<file path="src/include/pll_switch_pkg.sv">
// Constants, enumerations and carrier structs of the reference switchover block.
// Assumes a single core clock; reference inputs arrive as synchronous samples.
package pll_switch_pkg;

	// Register byte offsets on the AXI4-Lite slave
	localparam int unsigned ADDR_W = 4;
	localparam logic [ADDR_W-1:0] OFS_CTRL = 4'h0;
	localparam logic [ADDR_W-1:0] OFS_LIMIT = 4'h4;
	localparam logic [ADDR_W-1:0] OFS_STATUS = 4'h8;

	// Field positions and reset values
	localparam int unsigned LIMIT_W = 16;
	localparam int unsigned CTRL_AUTO_BIT = 0;
	localparam int unsigned STAT_PRI_BIT = 0;
	localparam int unsigned STAT_BAK_BIT = 1;
	localparam int unsigned STAT_ACT_BIT = 2;
	localparam int unsigned STAT_FSM_LSB = 3;
	localparam logic CTRL_AUTO_RST = 1'b1;
	localparam logic [LIMIT_W-1:0] LIMIT_RST = 16'h0010;

	// Bus response codes
	localparam logic [1:0] RESP_OKAY = 2'h0;
	localparam logic [1:0] RESP_SLVERR = 2'h2;

	// Switchover sequence, Gray coded along run -> gate -> new; new -> run flips both bits
	typedef enum logic [1:0] {
		SW_RUN = 2'h0,
		SW_GATE = 2'h1,
		SW_NEW = 2'h3
	} sw_state_t;

	// AXI4-Lite request and response bundles
	typedef struct packed {
		logic awvalid;
		logic [ADDR_W-1:0] awaddr;
		logic wvalid;
		logic [31:0] wdata;
		logic [3:0] wstrb;
		logic bready;
		logic arvalid;
		logic [ADDR_W-1:0] araddr;
		logic rready;
	} axil_req_t;

	typedef struct packed {
		logic awready;
		logic wready;
		logic bvalid;
		logic [1:0] bresp;
		logic arready;
		logic rvalid;
		logic [31:0] rdata;
		logic [1:0] rresp;
	} axil_rsp_t;

	// State of one clock-sense channel
	typedef struct packed {
		logic prev;
		logic [LIMIT_W-1:0] cnt;
		logic lost;
	} sense_state_t;

	// State of the multiplexer output stage
	typedef struct packed {
		logic out;
	} mux_state_t;

	// State of the top level: sequencer plus register slave
	typedef struct packed {
		sw_state_t fsm;
		logic active;
		logic gate;
		logic sw_prev;
		logic auto_en;
		logic [LIMIT_W-1:0] limit;
		logic aw_got;
		logic [ADDR_W-1:0] awaddr;
		logic w_got;
		logic [31:0] wdata;
		logic [3:0] wstrb;
		logic bvalid;
		logic [1:0] bresp;
		logic rvalid;
		logic [31:0] rdata;
		logic [1:0] rresp;
	} top_state_t;

	localparam top_state_t TOP_RST = '{
		fsm: SW_RUN,
		active: 1'b0,
		gate: 1'b1,
		auto_en: CTRL_AUTO_RST,
		limit: LIMIT_RST,
		default: '0
	};

endpackage : pll_switch_pkg

</file>
<file path="src/ref_clock_sense.sv">
// Clock-sense channel: flags a reference input that has stopped toggling.
// Assumes the reference is sampled synchronously to the core clock.
`timescale 1ns/10ps
module ref_clock_sense
	import pll_switch_pkg::*;
(
	// Clock, reset, enable
	input wire logic core_clk_i,
	input wire logic rstn_i,
	input wire logic ce_i,
	// Sampled reference and quiet limit in core cycles
	input wire logic ref_i,
	input wire logic [LIMIT_W-1:0] limit_i,
	// Falling edge pulse and loss flag
	output logic fall_o,
	output logic lost_o
);

	sense_state_t q;
	sense_state_t d;
	logic toggle;

	// Edge detection against the previous sample
	assign toggle = ref_i ^ q.prev;
	assign fall_o = q.prev & ~ref_i;
	assign lost_o = q.lost;

	// Count quiet cycles; the flag drops on the first edge seen again
	always_comb
	begin
		d = q;
		d.prev = ref_i;
		if (toggle)
		begin
			d.cnt = '0;
			d.lost = 1'b0;
		end
		else
		begin
			if (q.cnt != '1)
				d.cnt = q.cnt + 1'b1; // Saturates so a dead clock stays flagged
			if (q.cnt >= limit_i - 1'b1)
				d.lost = 1'b1;
		end
	end

	// State register
	always_ff @(posedge core_clk_i)
	begin
		if (!rstn_i)
			q <= '0;
		else if (ce_i)
			q <= d;
	end
endmodule : ref_clock_sense

</file>
<file path="src/ref_glitch_mux.sv">
// Registered reference multiplexer with a gate that forces the output low.
// Assumes gate and select change only while the chosen input is low.
`timescale 1ns/10ps
module ref_glitch_mux
	import pll_switch_pkg::*;
(
	// Clock, reset, enable
	input wire logic core_clk_i,
	input wire logic rstn_i,
	input wire logic ce_i,
	// Sampled references and control
	input wire logic primary_i,
	input wire logic backup_i,
	input wire logic sel_backup_i,
	input wire logic gate_i,
	// Multiplexed reference
	output logic mux_o
);

	mux_state_t q;
	mux_state_t d;

	// A closed gate holds the output low, so no runt pulse escapes a switch
	always_comb
	begin
		d = q;
		d.out = gate_i & (sel_backup_i ? backup_i : primary_i);
	end

	always_ff @(posedge core_clk_i)
	begin
		if (!rstn_i)
			q <= '0;
		else if (ce_i)
			q <= d;
	end

	assign mux_o = q.out;
endmodule : ref_glitch_mux

</file>
<file path="src/pll_ref_clock_switchover.sv">
// Reference switchover front end: clock sense, switch sequencer, register slave.
// Assumes references and the manual switch are synchronous to core_clk_i.
// Behaviour
// - Auto-switch to other input on clock loss
// - Export two lost flags and active indicator
// - Auto switching repeats without any count limit
// - Flag input lost after about two quiet periods
// - Sequencer drives multiplexer select on loss
// - Switch takes effect on available input's fall
// - Manual rising edge starts the switch sequence
// - Gate counter reference on current input's fall
// - On target fall route it, update indicator
// - Indicator follows manual switch; flags stay clear
// - Only rising edge acts; each repeats sequence
// - Wait until the target input toggles
// - Switch held high blocks further switching
// - Pure manual mode uses the same sequence
//
// Local design decisions: the placing of the registers and the AXI4-Lite interface to the registers.
`timescale 1ns/10ps
module pll_ref_clock_switchover
	import pll_switch_pkg::*;
(
	// Clock, reset, enable
	input wire logic core_clk_i,
	input wire logic rstn_i,
	input wire logic ce_i,
	// Reference inputs and manual switch
	input wire logic primary_ref_in_i,
	input wire logic backup_ref_in_i,
	input wire logic manual_switch_i,
	// Multiplexed reference and status
	output logic ref_mux_o,
	output logic primary_ref_lost_o,
	output logic backup_ref_lost_o,
	output logic active_backup_o,
	// AXI4-Lite register slave
	input wire axil_req_t axil_req_i,
	output axil_rsp_t axil_rsp_o
);

	top_state_t q;
	top_state_t d;
	logic [1:0] refs;
	logic [1:0] fall;
	logic [1:0] lost;
	logic cur_lost;
	logic oth_lost;
	logic cur_fall;
	logic tgt_fall;
	logic sw_rise;
	logic aw_hs;
	logic w_hs;
	logic ar_hs;

	// One sense channel per reference; index 1 is the backup.
	// Both channels share one quiet limit, so references far apart in frequency
	// cannot both be judged fairly: such pairs must be switched by hand.
	assign refs = {backup_ref_in_i, primary_ref_in_i};

	for (genvar i = 0; i < 2; i++)
	begin : g_sense
		ref_clock_sense u_sense (
			.core_clk_i(core_clk_i),
			.rstn_i(rstn_i),
			.ce_i(ce_i),
			.ref_i(refs[i]),
			.limit_i(q.limit),
			.fall_o(fall[i]),
			.lost_o(lost[i])
		);
	end

	// Output stage follows the sequencer's select and gate
	ref_glitch_mux u_mux (
		.core_clk_i(core_clk_i),
		.rstn_i(rstn_i),
		.ce_i(ce_i),
		.primary_i(primary_ref_in_i),
		.backup_i(backup_ref_in_i),
		.sel_backup_i(q.active),
		.gate_i(q.gate),
		.mux_o(ref_mux_o)
	);

	// Views relative to the input now in use and the one to switch to
	// Falls come from the live sample, so a switch lands on the edge that shows it
	assign cur_lost = q.active ? lost[1] : lost[0];
	assign oth_lost = q.active ? lost[0] : lost[1];
	assign cur_fall = q.active ? fall[1] : fall[0];
	assign tgt_fall = q.active ? fall[0] : fall[1];
	assign sw_rise = manual_switch_i & ~q.sw_prev;

	// Status outputs
	assign primary_ref_lost_o = lost[0];
	assign backup_ref_lost_o = lost[1];
	assign active_backup_o = q.active;

	// Bus readiness; a frozen block accepts nothing
	// Holding bvalid keeps both write halves out, so one write is in flight
	assign axil_rsp_o.awready = ce_i & ~q.aw_got & ~q.bvalid;
	assign axil_rsp_o.wready = ce_i & ~q.w_got & ~q.bvalid;
	assign axil_rsp_o.arready = ce_i & ~q.rvalid;
	assign axil_rsp_o.bvalid = q.bvalid;
	assign axil_rsp_o.bresp = q.bresp;
	assign axil_rsp_o.rvalid = q.rvalid;
	assign axil_rsp_o.rdata = q.rdata;
	assign axil_rsp_o.rresp = q.rresp;
	assign aw_hs = axil_req_i.awvalid & axil_rsp_o.awready;
	assign w_hs = axil_req_i.wvalid & axil_rsp_o.wready;
	assign ar_hs = axil_req_i.arvalid & axil_rsp_o.arready;

	// Register readback; unused bits read as zero
	function automatic logic [32:0] read_word(input logic [ADDR_W-1:0] addr,
		input top_state_t s, input logic [1:0] lst);
		logic [31:0] w;
		logic ok;
		w = '0;
		ok = 1'b1;
		unique case (addr)
			OFS_CTRL: w[CTRL_AUTO_BIT] = s.auto_en;
			OFS_LIMIT: w[LIMIT_W-1:0] = s.limit;
			OFS_STATUS:
			begin
				w[STAT_PRI_BIT] = lst[0];
				w[STAT_BAK_BIT] = lst[1];
				w[STAT_ACT_BIT] = s.active;
				w[STAT_FSM_LSB +: 2] = s.fsm;
			end
			default: ok = 1'b0;
		endcase
		return {ok, w};
	endfunction : read_word

	// Next state: switch sequencer and register slave
	always_comb
	begin
		logic [32:0] rd;
		rd = '0;
		d = q;
		d.sw_prev = manual_switch_i;
		unique case (q.fsm)
			SW_RUN:
			begin
				if (sw_rise)
				begin
					// Manual edge overrides automatic selection
					if (cur_lost)
					begin
						d.gate = 1'b0;
						d.fsm = SW_NEW;
					end
					else
						d.fsm = SW_GATE;
				end
				else if (q.auto_en && !manual_switch_i && cur_lost && !oth_lost)
				begin
					// A dead clock gives no fall to wait on, so gate at once
					d.gate = 1'b0;
					d.fsm = SW_NEW;
				end
			end
			SW_GATE:
			begin
				// A current input that dies while waiting gives no fall, so stop waiting
				if (cur_fall || cur_lost)
				begin
					d.gate = 1'b0;
					d.fsm = SW_NEW;
				end
			end
			SW_NEW:
			begin
				// Target must be toggling; otherwise stay here
				if (tgt_fall && !oth_lost)
				begin
					d.active = ~q.active;
					d.gate = 1'b1;
					d.fsm = SW_RUN;
				end
			end
			default:
			begin
				// Illegal code: park gated and wait for a clean target fall
				d.gate = 1'b0;
				d.fsm = SW_NEW;
			end
		endcase

		// Write channel: address and data in either order
		if (aw_hs)
		begin
			d.aw_got = 1'b1;
			d.awaddr = axil_req_i.awaddr;
		end
		if (w_hs)
		begin
			d.w_got = 1'b1;
			d.wdata = axil_req_i.wdata;
			d.wstrb = axil_req_i.wstrb;
		end
		if (q.aw_got && q.w_got && !q.bvalid)
		begin
			d.aw_got = 1'b0;
			d.w_got = 1'b0;
			d.bvalid = 1'b1;
			d.bresp = RESP_OKAY;
			unique case (q.awaddr)
				OFS_CTRL:
				begin
					if (q.wstrb[0])
						d.auto_en = q.wdata[CTRL_AUTO_BIT];
				end
				OFS_LIMIT:
				begin
					for (int b = 0; b < LIMIT_W / 8; b++)
					begin
						if (q.wstrb[b])
							d.limit[8*b +: 8] = q.wdata[8*b +: 8];
					end
				end
				OFS_STATUS: d.bresp = RESP_OKAY; // Read-only, write ignored
				default: d.bresp = RESP_SLVERR;
			endcase
		end
		else if (q.bvalid && axil_req_i.bready)
			d.bvalid = 1'b0;

		// Read channel: answer one cycle after the address is taken
		// Status is read live, so a flag may move between two reads
		if (ar_hs)
		begin
			rd = read_word(axil_req_i.araddr, q, lost);
			d.rvalid = 1'b1;
			d.rdata = rd[31:0];
			d.rresp = rd[32] ? RESP_OKAY : RESP_SLVERR;
		end
		else if (q.rvalid && axil_req_i.rready)
			d.rvalid = 1'b0;
	end

	// State register; enable low freezes everything
	always_ff @(posedge core_clk_i)
	begin
		if (!rstn_i)
			q <= TOP_RST;
		else if (ce_i)
			q <= d;
	end
endmodule : pll_ref_clock_switchover

</file>
<file path="config.mk">
export PLATFORM = sky130hd
export DESIGN_NAME = pll_ref_clock_switchover
export DESIGN_NICKNAME = d
export VERILOG_FILES = /design/src/include/pll_switch_pkg.sv /design/src/ref_clock_sense.sv /design/src/ref_glitch_mux.sv /design/src/pll_ref_clock_switchover.sv
export SDC_FILE = /design/constraint.sdc
export NUM_CORES = 1
export LEC_CHECK = 0
export ABC_AREA = 1
export BUFFER_PORTS_ARGS = -buffer_cell sky130_fd_sc_hd__buf_2
export CAP_MARGIN = 20
export CORE_UTILIZATION = 36
export CTS_CLUSTER_DIAMETER = 150
export DETAILED_ROUTE_END_ITERATION = 16
export GPL_TIMING_DRIVEN = 0
export REMOVE_ABC_BUFFERS = 1
export SLEW_MARGIN = 10
export SYNTH_ARGS = -nofsm -noshare
export SYNTH_HDL_FRONTEND = slang
export SYNTH_SLANG_ARGS = --single-unit
</file>
<file path="constraint.sdc">
create_clock -name core_clk_i -period 5.1 [get_ports core_clk_i]
set_clock_uncertainty 0.05 [all_clocks]
set_input_delay 1.02 -clock core_clk_i [delete_from_list [all_inputs] [get_ports core_clk_i]]
set_output_delay 1.02 -clock core_clk_i [all_outputs]
set_load 0.01 [all_outputs]
</file>
==> results.json <==
{
  "syn_to_final_growth_pct": 9.77,
  "comb_power_share_pct": 8.9,
  "cts_htree_levels": 3,
  "path_common_cell": "inv_1",
  "postCtsSetupBuffers": 0,
  "pwr-share-seq_pct": 49.5,
  "grt_antenna_before_repair": 0,
  "fin_util_pct": 41.1,
  "ant_nets": 0,
  "ys_ff_latch": 103,
  "core-area_um2": 15400,
  "grt_pass1_wl_mm": 21.3,
  "crit_start": "rstn_i",
  "r2r_setup_slack_ns": 2.12,
  "insertion_delay_ns": 0.36,
  "synth_warnings": 0,
  "place_ws_ns": 1.17,
  "dieArea_um2": 16600,
  "avgSynthCellArea_um2": 7.30,
  "firstDrtPassIters": 4,
  "leakagePower_nw": 2.77,
  "crit_slowest_cell": "a21oi_1",
  "cp.arrival_ns": 3.72,
  "cts.path.max_buffers": 2,
  "path_depth": 5,
  "worst_setup_path_end_kind": "flop",
  "netSwitchingFraction_pct": 25.9,
  "drive_gt1_share_pct": 13.8,
  "grt_max_degree": 56,
  "power.internal_mw": 1.28,
  "post-route-drc-count": 0,
  "rows": 45,
  "start_util_pct": 37.5,
  "grt_pass1_vias": 4452,
  "synth_top_area_share_pct": 35.7,
  "cts_hold_buf": 0,
  "yosys.area.top_type": "dfxtp_1",
  "synth_ff_type": "dfxtp_1",
  "fin_area_um2": 6340,
  "place_inst": 1024,
  "max_freq_mhz": 286,
  "worstPathRequired_ns": 5.32,
  "synth_area_leaders": "dfxtp_1 (36%), ha_1 (7.1%), nand2_1 (6.4%)",
  "routabilityCongestion": 0.817,
  "total_power_mw": 1.72,
  "instances_no_fill": 1040,
  "vias": 4948,
  "path_buf_inv": 3,
  "routed.top_layer": "met4",
  "clkPwrFrac_pct": 41.6,
  "wire_per_inst_um": 12.4,
  "r2r_cells": 15,
  "gr-total-overflow": 0,
  "crit_family": "buffers and inverters",
  "outcome": "completed",
  "seq_area_frac_synth_pct": 35.7,
  "slew_headroom_pct": 41.0,
  "n_antenna_cell": 0,
  "syn_area_um2": 5780,
  "io_buffers": 63,
  "post-route-period-util_pct": 68.6,
  "worstSetupPathType": "input pin to flop",
  "die_w_um": 129,
  "worstReg2RegEnd": "g_sense[1].u_sense.lost_o",
  "setup_violations": 0,
  "clk_pin_slew_worst_paths_ns": 0.07,
  "num-nets-final": 912,
  "ctsResizeCount": 0,
  "maxCapViolCount": 0,
  "cts_tree": "built",
  "cts.sinks": 103,
  "dr_wl_met3_um": 475,
  "via_per_inst": 4.76,
  "dpl.hpwl_mm": 9.92,
  "synth_cell_types": 40,
  "drt_iter0_drc": 218,
  "io_pins": 100,
  "fin_ws_ns": 1.60,
  "synth_cells": 792,
  "wl_mm": 12.9,
  "post-synth-top-count-cell": "dfxtp_1",
  "power.density_nw_per_um2": 272,
  "worst_path_largest_cell_delay_ns": 0.79,
  "die_h_um": 129,
  "grt.total_usage_pct": 16.3,
  "timing.rr.start": "q[80]",
  "critPathMaxFanout": 55,
  "wl_met1_mm": 6.30,
  "layout_min_cycle_time_ns": 3.50,
  "clockRootBuffer": "clkbuf_16",
  "placed_area_um2": 6040,
  "critPathLaunchType": "input pin",
  "worstMarginPinSlew_ns": 0.885,
  "ir_worst_vdd_mv": 0.306,
  "whs_ns": 0.418,
  "endpoint": "g_sense[0].u_sense.q[9]",
  "synth_edf_count": 0,
  "synth_common_cells": "dfxtp_1 (103), nand2_1 (99), nor2_1 (96)",
  "final_hold_viol_count": 0,
  "hp-class": "flop to flop",
  "cp_cell_sequence": "buf_2 > inv_1 > a21oi_1 > inv_1 > a211oi_1",
  "met2_length_mm": 5.93,
  "final.setup.tns_ns": 0,
  "rsz0062_at_grt": "no",
  "switchingPower_mw": 0.446,
  "drv_slew": 0,
  "synthArstFlopShare_pct": 0,
  "cts_made_buffers": 9
}
==> flip-flops by register name, summed over array words and instances (netlist names) <==
signal	cells
axil_rsp_o	20
g_sense.u_sense.lost_o	2
g_sense.u_sense.q	34
q	45
active_backup_o	1
u_mux.mux_o	1
==> routing by layer <==
metal	track usage, %	vias to the layer above
met3	4.32	9
li1	-	2652
met1	21.3	2195
met2	26.6	92
met5	0	-
met4	4.36	0
==> kinds of logic (layout without fill, tap and decap cells) <==
| group | Yosys count | after routing | share of synthesized area (%) |
|---|---|---|---|
| buf+inv | 161 | 181 | 13.4 |
| flops | 103 | 103 | 35.7 |
| xor+xnor | 17 | 17 | 2.58 |
| simple gates | 311 | 311 | 24.9 |
| fa+ha+maj | 33 | 33 | 7.15 |
| compound gates | 166 | 166 | 16.2 |
| other cells | 1 | 18 | 0.0649 |
==> placed cells by master, fill, tap and decap left out, drive strengths merged <==
master    instances
a211oi            9
a21oi            61
a31oi             4
and3              1
buf              63
bufinv            1
clkbuf           10
clkinv            2
clkinvlp          1
conb             18
dfxtp           103
ha               33
inv             104
nand2           104
nand3            35
nand4            13
nor2            107
nor3             49
nor4              2
o211a             1
o211ai           16
o21a              1
o21ai            66
o21bai            4
o221ai            4
xnor2             3
xor2             14
==> cell type report <==
cell class | count | area (um2)
inverter | 102 | 393
clock buffer | 10 | 229
multi-input combinational | 545 | 3000
tap | 211 | 264
timing repair buffer | 63 | 315
fill | 1658 | 9080
sequential | 103 | 2060
clock inverter | 6 | 75.1
==> power by group through the flow <==
stage	sequential (mW)	combinational, mW	clock [mW]
floorplan	0.873	0.0946	0
global placement	0.872	0.153	0
detailed placement	0.873	0.155	0
CTS	0.854	0.155	0.737
global route	0.858	0.177	0.769
finish	0.854	0.154	0.717
==> worst min-delay path: stages (launching register included) <==
cell and delay (ns):
dfxtp_1 0.34, nand2_1 0.06, nand3_1 0.05
==> how the worst min path moves through the flow <==
stage	from	endpoint	slack [ns]	cells after the start
floorplan	q[98]	q[98]	0.38	2
global placement	q[98]	q[98]	0.39	2
detailed placement	q[98]	q[98]	0.40	2
CTS	q[98]	q[98]	0.42	2
global route	q[47]	q[47]	0.45	2
finish	q[98]	q[98]	0.42	2
Note: power is estimated with default switching activity, not from simulation.
